`src/common/pps_pkg.sv`:
```
// shared constants and carrier types for the pump pressure supervisor
// assumes a 125 MHz core clock and a 32-bit apb master
package pps_pkg;

    // ========================================
    // clock and timing
    localparam int unsigned CLK_KHZ  = 125000;  // core clock in khz
    localparam int unsigned TICK_MS  = 100;     // supervision tick, 0.1 s
    localparam int unsigned TICK_CYC = TICK_MS * CLK_KHZ; // cycles per tick

    // ========================================
    // register byte offsets
    localparam logic [7:0] OFS_CTRL   = 8'h00;
    localparam logic [7:0] OFS_SETP   = 8'h04;
    localparam logic [7:0] OFS_MAXP   = 8'h08;
    localparam logic [7:0] OFS_XFS    = 8'h0c;
    localparam logic [7:0] OFS_TOL    = 8'h10;
    localparam logic [7:0] OFS_SLPF   = 8'h14;
    localparam logic [7:0] OFS_SLPT   = 8'h18;
    localparam logic [7:0] OFS_HILIM  = 8'h1c;
    localparam logic [7:0] OFS_LOLIM  = 8'h20;
    localparam logic [7:0] OFS_HIWT   = 8'h24;
    localparam logic [7:0] OFS_HIST   = 8'h28;
    localparam logic [7:0] OFS_LOWT   = 8'h2c;
    localparam logic [7:0] OFS_LOST   = 8'h30;
    localparam logic [7:0] OFS_LOSST  = 8'h34;
    localparam logic [7:0] OFS_LOSSP  = 8'h38;
    localparam logic [7:0] OFS_GAIN   = 8'h3c;
    localparam logic [7:0] OFS_STAT   = 8'h40;

    // ========================================
    // control register fields
    localparam int CTL_RUN  = 0;   // motor running
    localparam int CTL_PCT  = 1;   // 1 = percent units
    localparam int CTL_FHI  = 2;   // max output freq above 300 hz
    localparam int CTL_HSEL = 4;   // 2-bit high pressure selection
    localparam int CTL_LSEL = 6;   // 2-bit low pressure selection
    localparam int CTL_PSEL = 8;   // 2-bit loss selection

    // gain register fields, 10 bits each
    localparam int GAIN_KP = 0;
    localparam int GAIN_TI = 10;
    localparam int GAIN_TD = 20;

    // status bit positions
    localparam int ST_HW   = 0;
    localparam int ST_HF   = 1;
    localparam int ST_LW   = 2;
    localparam int ST_LF   = 3;
    localparam int ST_PW   = 4;
    localparam int ST_PF   = 5;
    localparam int ST_SLP  = 6;
    localparam int ST_RAIS = 7;
    localparam int ST_LOWR = 8;
    localparam int ST_STIM = 9;

    // ========================================
    // selection codes and scaling
    localparam logic [1:0]  SEL_OFF  = 2'h0;
    localparam logic [1:0]  SEL_WARN = 2'h1;
    localparam logic [1:0]  SEL_BOTH = 2'h2;
    localparam logic [23:0] PCT_DIV  = 24'h000064; // percent scale
    localparam logic [25:0] PROM_DIV = 26'h00003e8; // per-mille scale
    localparam logic [15:0] FRES_HI  = 16'h000a; // 0.1 hz in 0.01 hz steps

    // ========================================
    // reset values
    localparam logic [15:0] RST_XFS  = 16'h03e8; // 10.00 full scale
    localparam logic [15:0] RST_MAXP = 16'h03e8;

    // ========================================
    // carriers
    typedef struct packed {
        logic        psel;
        logic        penable;
        logic        pwrite;
        logic [7:0]  paddr;
        logic [31:0] pwdata;
    } pps_apb_req_t;

    typedef struct packed {
        logic [9:0] kp;   // 0.01 steps
        logic [9:0] ti;   // 0.1 s steps
        logic [9:0] td;   // 0.01 s steps
    } pps_gain_t;

endpackage : pps_pkg

```
`src/core/pps_supervisor.sv`:
```
// pump pressure supervisor: apb registers, sleep/wake, pressure alarms
// assumes feedback arrives asynchronously; output frequency is on core_clk_i
// Function
// RULE1 - gain settings change while motor runs
// RULE2 - feedback above setpoint lowers frequency
// RULE3 - below setpoint minus tolerance raises frequency
// RULE4 - below sleep frequency starts sleep timing
// RULE5 - sleep delay done: decelerate, then sleep
// RULE6 - above 300 hz, 0.1 hz frequency steps
// RULE7 - sleep frequency used by pump only
// RULE8 - regulation target held between pressure limits
// RULE9 - unit select: pressure or percent
// RULE10 - high pressure warning timer
// RULE11 - high pressure stop timer and fault
// RULE12 - high selection: off, warn, warn+fault
// RULE13 - low pressure warning timer
// RULE14 - low pressure stop timer and fault
// RULE15 - low selection: off, warn, warn+fault
// RULE16 - loss detect off if proportion/select zero
// RULE17 - feedback below setpoint share raises loss
// RULE18 - loss selection: off, warning, error
// RULE19 - setpoint clamped to max, max to span
// RULE20 - timers tick 0.1 s, clear on stop
//
// Local design decisions: the register addresses and the APB interface to the registers.
`timescale 1ns/1ns
`default_nettype none

module pps_supervisor #(
    parameter int unsigned TICK_CYC = pps_pkg::TICK_CYC  // cycles per tick
) (
    // clock and reset
    input  wire logic                  core_clk_i,
    input  wire logic                  rst_b_i,
    // apb slave
    input  wire pps_pkg::pps_apb_req_t apb_i,
    output logic [31:0]                prdata_o,
    output logic                       pready_o,
    output logic                       pslverr_o,
    // plant side
    input  wire logic [15:0]           fb_press_i,
    input  wire logic [15:0]           out_freq_i,
    // regulation commands
    output logic                       freq_lower_o,
    output logic                       freq_raise_o,
    output logic                       decel_sleep_o,
    output logic                       pump_sleep_o,
    output logic                       drive_stop_o,
    output logic [15:0]                reg_target_o,
    output pps_pkg::pps_gain_t         gain_o,
    // alarms
    output logic                       high_pressure_warning_flag_o,
    output logic                       high_pressure_stop_fault_o,
    output logic                       low_pressure_warning_flag_o,
    output logic                       low_pressure_stop_fault_o,
    output logic                       loss_warn_o,
    output logic                       loss_of_pressure_fault_o
);

    // ========================================
    // state types
    typedef enum logic [1:0] {
        SLP_RUN   = 2'b00,  // regulating
        SLP_WAIT  = 2'b01,  // timing sleep delay
        SLP_DECEL = 2'b10,  // ramping down
        SLP_IDLE  = 2'b11   // asleep
    } pps_slp_t;

    typedef struct packed {
        logic [9:0]        ctrl;
        logic [15:0]       setp, maxp, xfs, tol, slpf, hilim, lolim;
        logic [5:0][12:0]  tlim;    // timer limits, 0.1 s
        logic [9:0]        lossp;   // 0.1 % steps
        pps_pkg::pps_gain_t gain;
        logic [23:0]       tick_cnt;
        logic [5:0][12:0]  tmr;     // running timers
        logic [15:0]       fb_s1, fb_s2;
        pps_slp_t          slp;
        logic              hw, hf, lw, lf, pw, pf;
        logic              lower, raise, decel, stop;
        logic [15:0]       target;
        logic [31:0]       prdata;
        logic              pready, pslverr;
    } pps_state_t;

    // timer slots
    localparam int T_HW = 0;
    localparam int T_HS = 1;
    localparam int T_LW = 2;
    localparam int T_LS = 3;
    localparam int T_PL = 4;
    localparam int T_SL = 5;

    pps_state_t s_q, s_d;

    // ========================================
    // combinational helpers
    logic        tick;
    logic [15:0] fb, eff_max, eff_sp, eff_tol, eff_hi, eff_lo, wake_lvl;
    logic [25:0] loss_thr;
    logic        above, below, lossc, run, pct, hit, wr, setup, clr_ok;
    logic [1:0]  hsel, lsel, psel;
    logic [5:0]  cond, expd;
    logic [31:0] rd;
    logic [31:0] wd;
    logic [15:0] wd16;

    // ========================================
    // next-state logic
    always_comb begin
        s_d   = s_q;
        wd    = apb_i.pwdata;
        wd16  = wd[15:0];
        run   = s_q.ctrl[pps_pkg::CTL_RUN];
        pct   = s_q.ctrl[pps_pkg::CTL_PCT];
        hsel  = s_q.ctrl[pps_pkg::CTL_HSEL +: 2];
        lsel  = s_q.ctrl[pps_pkg::CTL_LSEL +: 2];
        psel  = s_q.ctrl[pps_pkg::CTL_PSEL +: 2];

        // tick divider; counts above 4096 so it is a parameter
        tick = (s_q.tick_cnt == 24'(TICK_CYC - 1));  // [RULE20]
        s_d.tick_cnt = tick ? 24'h000000 : s_q.tick_cnt + 24'h000001;

        // two-flop feedback synchroniser
        s_d.fb_s1 = fb_press_i;
        s_d.fb_s2 = s_q.fb_s1;
        fb = s_q.fb_s2;

        // clamp chain: span bounds max, max bounds setpoint
        eff_max = (s_q.maxp > s_q.xfs) ? s_q.xfs : s_q.maxp;  // [RULE19]
        eff_sp  = (s_q.setp > eff_max) ? eff_max : s_q.setp;  // [RULE19]

        // percent mode scales tolerance by setpoint, limits by span
        eff_tol = pct ? 16'((24'(s_q.tol[6:0]) * 24'(eff_sp)) / pps_pkg::PCT_DIV)
                      : s_q.tol;                               // [RULE9]
        eff_hi  = pct ? 16'((24'(s_q.hilim[6:0]) * 24'(s_q.xfs)) / pps_pkg::PCT_DIV)
                      : s_q.hilim;                             // [RULE9]
        eff_lo  = pct ? 16'((24'(s_q.lolim[6:0]) * 24'(s_q.xfs)) / pps_pkg::PCT_DIV)
                      : s_q.lolim;                             // [RULE9]
        wake_lvl = (eff_sp > eff_tol) ? eff_sp - eff_tol : 16'h0000;
        loss_thr = (26'(eff_sp) * 26'(s_q.lossp)) / pps_pkg::PROM_DIV;

        above = fb > eff_hi;
        below = fb < eff_lo;
        lossc = 26'(fb) < loss_thr;

        // start conditions of each timer
        cond[T_HW] = run && (hsel != pps_pkg::SEL_OFF) && above; // [RULE10] [RULE12]
        cond[T_HS] = run && (hsel == pps_pkg::SEL_BOTH) && above && s_q.hw; // [RULE11] [RULE12]
        cond[T_LW] = run && (lsel != pps_pkg::SEL_OFF) && below; // [RULE13] [RULE15]
        cond[T_LS] = run && (lsel == pps_pkg::SEL_BOTH) && below && s_q.lw; // [RULE14] [RULE15]
        cond[T_PL] = run && (psel != pps_pkg::SEL_OFF)
                     && (s_q.lossp != 10'h000) && lossc; // [RULE16] [RULE17]
        cond[T_SL] = run && !s_q.stop && (s_q.slp == SLP_WAIT); // [RULE4]

        // timers: clear when condition ends, saturate at limit
        for (int i = 0; i < 6; i++) begin
            expd[i] = cond[i] && (s_q.tmr[i] >= s_q.tlim[i]);
            if (!cond[i]) begin
                s_d.tmr[i] = 13'h0000; // [RULE20]
            end else if (tick && !expd[i]) begin
                s_d.tmr[i] = s_q.tmr[i] + 13'h0001; // [RULE20]
            end
        end

        // ========================================
        // apb slave: one wait-free access phase, data from flops
        setup  = apb_i.psel && !apb_i.penable;
        wr     = apb_i.psel && apb_i.penable && s_q.pready && apb_i.pwrite
                 && !s_q.pslverr;
        hit    = 1'b1;
        clr_ok = 1'b0;
        unique case (apb_i.paddr)
            pps_pkg::OFS_CTRL:  rd = {22'h000000, s_q.ctrl};
            pps_pkg::OFS_SETP:  rd = {16'h0000, s_q.setp};
            pps_pkg::OFS_MAXP:  rd = {16'h0000, s_q.maxp};
            pps_pkg::OFS_XFS:   rd = {16'h0000, s_q.xfs};
            pps_pkg::OFS_TOL:   rd = {16'h0000, s_q.tol};
            pps_pkg::OFS_SLPF:  rd = {16'h0000, s_q.slpf};
            pps_pkg::OFS_SLPT:  rd = {19'h00000, s_q.tlim[T_SL]};
            pps_pkg::OFS_HILIM: rd = {16'h0000, s_q.hilim};
            pps_pkg::OFS_LOLIM: rd = {16'h0000, s_q.lolim};
            pps_pkg::OFS_HIWT:  rd = {19'h00000, s_q.tlim[T_HW]};
            pps_pkg::OFS_HIST:  rd = {19'h00000, s_q.tlim[T_HS]};
            pps_pkg::OFS_LOWT:  rd = {19'h00000, s_q.tlim[T_LW]};
            pps_pkg::OFS_LOST:  rd = {19'h00000, s_q.tlim[T_LS]};
            pps_pkg::OFS_LOSST: rd = {19'h00000, s_q.tlim[T_PL]};
            pps_pkg::OFS_LOSSP: rd = {22'h000000, s_q.lossp};
            pps_pkg::OFS_GAIN:  rd = {2'h0, s_q.gain.td, s_q.gain.ti, s_q.gain.kp};
            pps_pkg::OFS_STAT:  rd = {22'h000000,
                                      (s_q.slp == SLP_WAIT), s_q.lower, s_q.raise,
                                      (s_q.slp == SLP_IDLE),
                                      s_q.pf, s_q.pw, s_q.lf, s_q.lw, s_q.hf, s_q.hw};
            default: begin
                // unmapped: zero data, error flagged
                rd  = 32'h00000000;
                hit = 1'b0;
            end
        endcase
        s_d.pready  = setup;
        s_d.pslverr = setup && !hit;
        s_d.prdata  = setup ? rd : s_q.prdata;

        // register writes take effect on the completing edge
        if (wr) begin
            unique case (apb_i.paddr)
                pps_pkg::OFS_CTRL:  s_d.ctrl  = wd[9:0];
                pps_pkg::OFS_SETP:  s_d.setp  = wd16;
                pps_pkg::OFS_MAXP:  s_d.maxp  = wd16;
                pps_pkg::OFS_XFS:   s_d.xfs   = wd16;
                pps_pkg::OFS_TOL:   s_d.tol   = wd16;
                // coarse step when the motor may exceed 300 hz
                pps_pkg::OFS_SLPF:  s_d.slpf  = s_q.ctrl[pps_pkg::CTL_FHI]
                                    ? wd16 - (wd16 % pps_pkg::FRES_HI) : wd16; // [RULE6]
                pps_pkg::OFS_SLPT:  s_d.tlim[T_SL] = wd[12:0];
                pps_pkg::OFS_HILIM: s_d.hilim = wd16;
                pps_pkg::OFS_LOLIM: s_d.lolim = wd16;
                pps_pkg::OFS_HIWT:  s_d.tlim[T_HW] = wd[12:0];
                pps_pkg::OFS_HIST:  s_d.tlim[T_HS] = wd[12:0];
                pps_pkg::OFS_LOWT:  s_d.tlim[T_LW] = wd[12:0];
                pps_pkg::OFS_LOST:  s_d.tlim[T_LS] = wd[12:0];
                pps_pkg::OFS_LOSST: s_d.tlim[T_PL] = wd[12:0];
                pps_pkg::OFS_LOSSP: s_d.lossp = wd[9:0];
                // no run interlock: gains apply at once
                pps_pkg::OFS_GAIN: begin
                    s_d.gain.kp = wd[pps_pkg::GAIN_KP +: 10];  // [RULE1]
                    s_d.gain.ti = wd[pps_pkg::GAIN_TI +: 10];  // [RULE1]
                    s_d.gain.td = wd[pps_pkg::GAIN_TD +: 10];  // [RULE1]
                end
                pps_pkg::OFS_STAT:  clr_ok = 1'b1;
                default: begin
                    // refused in setup already
                    clr_ok = 1'b0;
                end
            endcase
        end

        // ========================================
        // alarms; a set in the clearing cycle wins
        s_d.hw = (s_q.hw && cond[T_HW]) || expd[T_HW]; // [RULE10]
        s_d.lw = (s_q.lw && cond[T_LW]) || expd[T_LW]; // [RULE13]
        s_d.hf = (s_q.hf && !(clr_ok && wd[pps_pkg::ST_HF])) || expd[T_HS]; // [RULE11]
        s_d.lf = (s_q.lf && !(clr_ok && wd[pps_pkg::ST_LF])) || expd[T_LS]; // [RULE14]
        s_d.pw = (s_q.pw && !(clr_ok && wd[pps_pkg::ST_PW]))
                 || (expd[T_PL] && psel == pps_pkg::SEL_WARN); // [RULE18]
        s_d.pf = (s_q.pf && !(clr_ok && wd[pps_pkg::ST_PF]))
                 || (expd[T_PL] && psel == pps_pkg::SEL_BOTH); // [RULE17] [RULE18]
        s_d.stop = s_d.hf || s_d.lf || s_d.pf;

        // ========================================
        // sleep and wake sequencing
        unique case (s_q.slp)
            SLP_RUN: begin
                // pump-only sleep threshold
                if (out_freq_i < s_q.slpf) begin
                    s_d.slp = SLP_WAIT; // [RULE4] [RULE7]
                end
            end
            SLP_WAIT: begin
                if (out_freq_i >= s_q.slpf) begin
                    s_d.slp = SLP_RUN;
                end else if (expd[T_SL]) begin
                    s_d.slp = SLP_DECEL; // [RULE5]
                end
            end
            SLP_DECEL: begin
                // ramp on the normal deceleration time
                if (out_freq_i == 16'h0000) begin
                    s_d.slp = SLP_IDLE; // [RULE5]
                end
            end
            SLP_IDLE: begin
                if (fb < wake_lvl) begin
                    s_d.slp = SLP_RUN; // [RULE3]
                end
            end
        endcase
        if (!run || s_q.stop) begin
            s_d.slp = SLP_RUN;
        end

        // frequency direction commands
        s_d.lower = run && !s_q.stop && (fb > eff_sp)
                    && (s_q.slp != SLP_IDLE); // [RULE2]
        s_d.raise = run && !s_q.stop && (fb < wake_lvl)
                    && (s_q.slp != SLP_DECEL); // [RULE3]
        s_d.decel = run && !s_q.stop && (s_d.slp == SLP_DECEL); // [RULE5]

        // regulation target stays inside the limit band
        if (eff_sp > eff_hi) begin
            s_d.target = eff_hi; // [RULE8]
        end else if (eff_sp < eff_lo) begin
            s_d.target = eff_lo; // [RULE8]
        end else begin
            s_d.target = eff_sp;
        end
    end

    // ========================================
    // state register
    always_ff @(posedge core_clk_i) begin
        if (!rst_b_i) begin
            s_q      <= '0;
            s_q.xfs  <= pps_pkg::RST_XFS;
            s_q.maxp <= pps_pkg::RST_MAXP;
        end else begin
            s_q <= s_d;
        end
    end

    // ========================================
    // outputs straight from flops, except pump_sleep_o, which is decoded from the sleep state flops
    assign prdata_o = s_q.prdata;
    assign pready_o = s_q.pready;
    assign pslverr_o = s_q.pslverr;
    assign freq_lower_o = s_q.lower;
    assign freq_raise_o = s_q.raise;
    assign decel_sleep_o = s_q.decel;
    assign pump_sleep_o = (s_q.slp == SLP_IDLE);
    assign drive_stop_o = s_q.stop;
    assign reg_target_o = s_q.target;
    assign gain_o = s_q.gain;
    assign high_pressure_warning_flag_o = s_q.hw;
    assign high_pressure_stop_fault_o = s_q.hf;
    assign low_pressure_warning_flag_o = s_q.lw;
    assign low_pressure_stop_fault_o = s_q.lf;
    assign loss_warn_o = s_q.pw;
    assign loss_of_pressure_fault_o = s_q.pf;

endmodule : pps_supervisor

`default_nettype wire

```
`config.mk`:
```
export PLATFORM = sky130hd
export DESIGN_NAME = pps_supervisor
export DESIGN_NICKNAME = d
export VERILOG_FILES = /design/src/common/pps_pkg.sv /design/src/core/pps_supervisor.sv
export SDC_FILE = /design/constraint.sdc
export NUM_CORES = 2
export LEC_CHECK = 0
export BUFFER_PORTS_ARGS = -buffer_cell sky130_fd_sc_hd__clkbuf_2
export CAP_MARGIN = 10
export CORE_AREA = 2 2 345 347
export DETAILED_ROUTE_END_ITERATION = 7
export DIE_AREA = 0 0 347 349
export HOLD_SLACK_MARGIN = 0.1
export PLACE_DENSITY = 0.66
export SLEW_MARGIN = 20
export SYNTH_ARGS = -nofsm -noshare
export SYNTH_HDL_FRONTEND = slang
export SYNTH_SLANG_ARGS = --single-unit
```
`constraint.sdc`:
```
create_clock -name core_clk_i -period 63.5 [get_ports core_clk_i]
set_clock_uncertainty 0.2 [all_clocks]
set_input_delay 6.35 -clock core_clk_i [delete_from_list [all_inputs] [get_ports core_clk_i]]
set_output_delay 6.35 -clock core_clk_i [all_outputs]
set_load 0.02 [all_outputs]
```
==> impl_metrics.json <==
{
  "synth_area_leader_cell": "dfxtp_1",
  "gp_routability_congestion": 0.974,
  "status": "finished, final reports clean",
  "dr.first_iter.drc_count": 5760,
  "critical_path.max_stage_delay_ns": 0.91,
  "ctsResizeCount": 0,
  "numCtsBuffers": 50,
  "yosysUniqueCellTypes": 144,
  "crit_top_cell": "a21oi_1",
  "finalSetupTns_ns": 0,
  "areaGrowthSynthToFinish_pct": 5.68,
  "drive_above_1_share_pct": 8.09,
  "crit_fanout": 24,
  "crit_arrival_ns": 28.88,
  "clockBufferDepth": 3,
  "synth_edf_count": 0,
  "critPathKind": "flip-flop to flip-flop",
  "io_buffer_count": 163,
  "cts_hold_buf": 0,
  "yosys_warnings": 0,
  "cts_root_buffer": "clkbuf_16",
  "rr_startpoint": "s_q[383]",
  "path_clk_slew_ns": 0.06,
  "dp_cells": 9006,
  "critPathLaunchType": "flip-flop",
  "drv_slew": 0,
  "first_pass_iters": 8,
  "via_per_inst": 6.26,
  "synth_cells": 7675,
  "die_h_um": 349,
  "die_w_um": 347,
  "grt_pass1_vias": 53407,
  "drt-wirelength-per-cell_um": 21.1,
  "grt_setup_unrepaired": "no",
  "hp-class": "flip-flop to flip-flop",
  "clock-sinks": 434,
  "grt_usage_pct": 30.5,
  "cp-end-kind": "flip-flop",
  "cp.required_ns": 63.81,
  "power_density_nw_per_um2": 10.6,
  "grt_overflow_total": 0,
  "synth_ff_type": "dfxtp_1",
  "syn_avg_cell_area_um2": 7.59,
  "syn_area_um2": 58300,
  "place_hpwl_um": 145000,
  "ir_worst_vdd_mv": 0.0198,
  "grt_max_degree": 197,
  "crit_path_start": "s_q[383]",
  "core.rowCount": 126,
  "die_area_um2": 121000,
  "dr_total_vias": 57028,
  "cp_slowest_cell": "dfxtp_1",
  "htreeDepth": 2,
  "slew_headroom_pct": 22.9,
  "period_minus_slack_ns": 28.57,
  "power_leakage_uw": 0.0260,
  "fin_cells": 9104,
  "routed_wl_um": 192000,
  "hold_viol": 0,
  "drv_cap": 0,
  "post_cts_buffers": 0,
  "synth_top_cell_area_share_pct": 14.9,
  "finalSetupViolCount": 0,
  "seq_area_frac_synth_pct": 14.9,
  "fmax_mhz": 35.0,
  "drc_errors": 0,
  "clk_latency_ns": 0.66,
  "start_util_pct": 49.6,
  "grt_pass1_wl_um": 298000,
  "yosys_register_bits": 434,
  "yosys-top-cells-area": "dfxtp_1 (15%), fa_1 (11%), ha_1 (9.8%), nand2_1 (7.7%), inv_1 (3.3%)",
  "hp-start": "s_d[63]",
  "tightest_slew_ns": 1.15,
  "antenna_found_initial": 9,
  "fin_crit_sh_pct": 45.0,
  "final_nets": 8375,
  "core_area_um2": 117000,
  "ios": 168,
  "async_flop_share_pct": 0,
  "cts_tree": "built",
  "postRouteAntennaNets": 0
}
[cell type report]
cell class	count	area, µm²
fillers	11227	55900
flip-flops and latches	434	8690
inverters	521	1960
repair buffers	255	1530
multi-input cells	6260	45800
clock buffers	70	1420
well taps	1536	1920
diodes	5	12.5
clock inverters	23	298
[where the power goes]
group / switching (µW) / leakage [µW] / total (µW) / internal (µW)
clock network: 133 / 0.000836 / 310 / 177
logic: 39.6 / 0.0216 / 66.1 / 26.4
registers: 3.23 / 0.00351 / 277 / 274
total: 176 / 0.0260 / 653 / 478
[cell usage after synthesis, types with 60 or more instances]
cell type,number
a211oi_1,68
a21boi_0,243
a21o_1,154
a21oi_1,383
a22oi_1,60
a31oi_1,73
and2_1,244
and3_1,60
buf_4,86
clkbuf_1,321
dfxtp_1,434
fa_1,318
ha_1,458
inv_1,515
mux2i_1,97
nand2_1,1200
nand2b_1,81
nand3_1,207
nand4_1,116
nor2_1,474
nor2b_1,94
nor3_1,112
nor4_1,64
o211ai_1,87
o21a_1,68
o21ai_0,321
or3_1,71
xnor2_1,198
xor2_1,148
[sequential cells by signal, summed over array words and instances, names as in the netlist, 2 cells and up]
signal,count
gain_o,30
lsel,2
hsel,2
fb,16
prdata_o,30
s_d,16
s_q,306
psel,2
reg_target_o,16
[cells in the final DEF, fill, tap and decap left out, drive strengths merged, types with 72 or more instances in the layout]
cell type | synthesis | layout
ha | 458 | 458
inv | 520 | 525
a21o | 154 | 154
clkbuf | 321 | 232
nor3 | 116 | 116
a21boi | 246 | 246
a21oi | 393 | 393
o21ai | 377 | 377
nand3 | 210 | 210
xor2 | 150 | 150
and2 | 246 | 246
buf | 145 | 93
xnor2 | 204 | 204
nand4 | 116 | 116
nor2 | 480 | 480
fa | 318 | 318
o211ai | 91 | 91
mux2i | 100 | 100
a211oi | 80 | 80
nor2b | 94 | 94
or3 | 72 | 72
nand2 | 1202 | 1202
nand2b | 81 | 81
dfxtp | 434 | 434
a31oi | 79 | 79
[final timing paths]
check	cells after the start	end	slack, ns
setup / recovery	112	decel_sleep_o	34.93
hold / removal	1	fb[1]	0.23
setup reg to reg	112	decel_sleep_o	34.93
hold reg to reg	1	fb[1]	0.23
[worst max-delay path: cells and delay by family, from the launching register on]
kind | cells | cell delay (ns)
AOI/OAI and AO/OA | 59 | 14.24
xor gates and xnor gates | 4 | 1.68
adders and majority gates | 11 | 4.60
buffers and inverters | 7 | 1.00
DFF | 1 | 0.91
muxes | 1 | 0.45
and+or+nand+nor | 30 | 5.28
[through the flow]
stage	hold WS, ns	util [%]	setup slack [ns]	area [µm²]	power [µW]
floorplan	0.212	-	39.73	58300	329
global placement	0.217	50.9	35.32	59800	346
detailed placement	0.219	50.9	35.17	59800	348
CTS	0.234	52.4	34.98	61500	654
global route	0.245	52.4	32.46	61600	672
finish	0.230	52.4	34.93	61600	653
[metal layers]
| layer | part of all wire, % | GRT usage [%] | wire length (µm) |
|---|---|---|---|
| met1 | 42 | 40.1 | 80600 |
| met2 | 45 | 49.2 | 85300 |
| met3 | 8.6 | 5.46 | 16500 |
| met4 | 4.8 | 13.0 | 9220 |
| met5 | 0.0057 | 0 | 11 |
[logic make-up after synthesis]
family                   after synthesis  share of synthesized area, %
XOR/XNOR                             354                          5.50
other                                  2                        0.0129
flip-flops                           434                          14.9
AO/OA/AOI/OAI                       2089                          25.5
buffers and inverters                987                          7.00
adder cells (fa/ha/maj)              798                          21.1
multiplexers                         125                          2.25
AND/OR/NAND/NOR                     2886                          23.7
(Power assumes the default switching activity.)
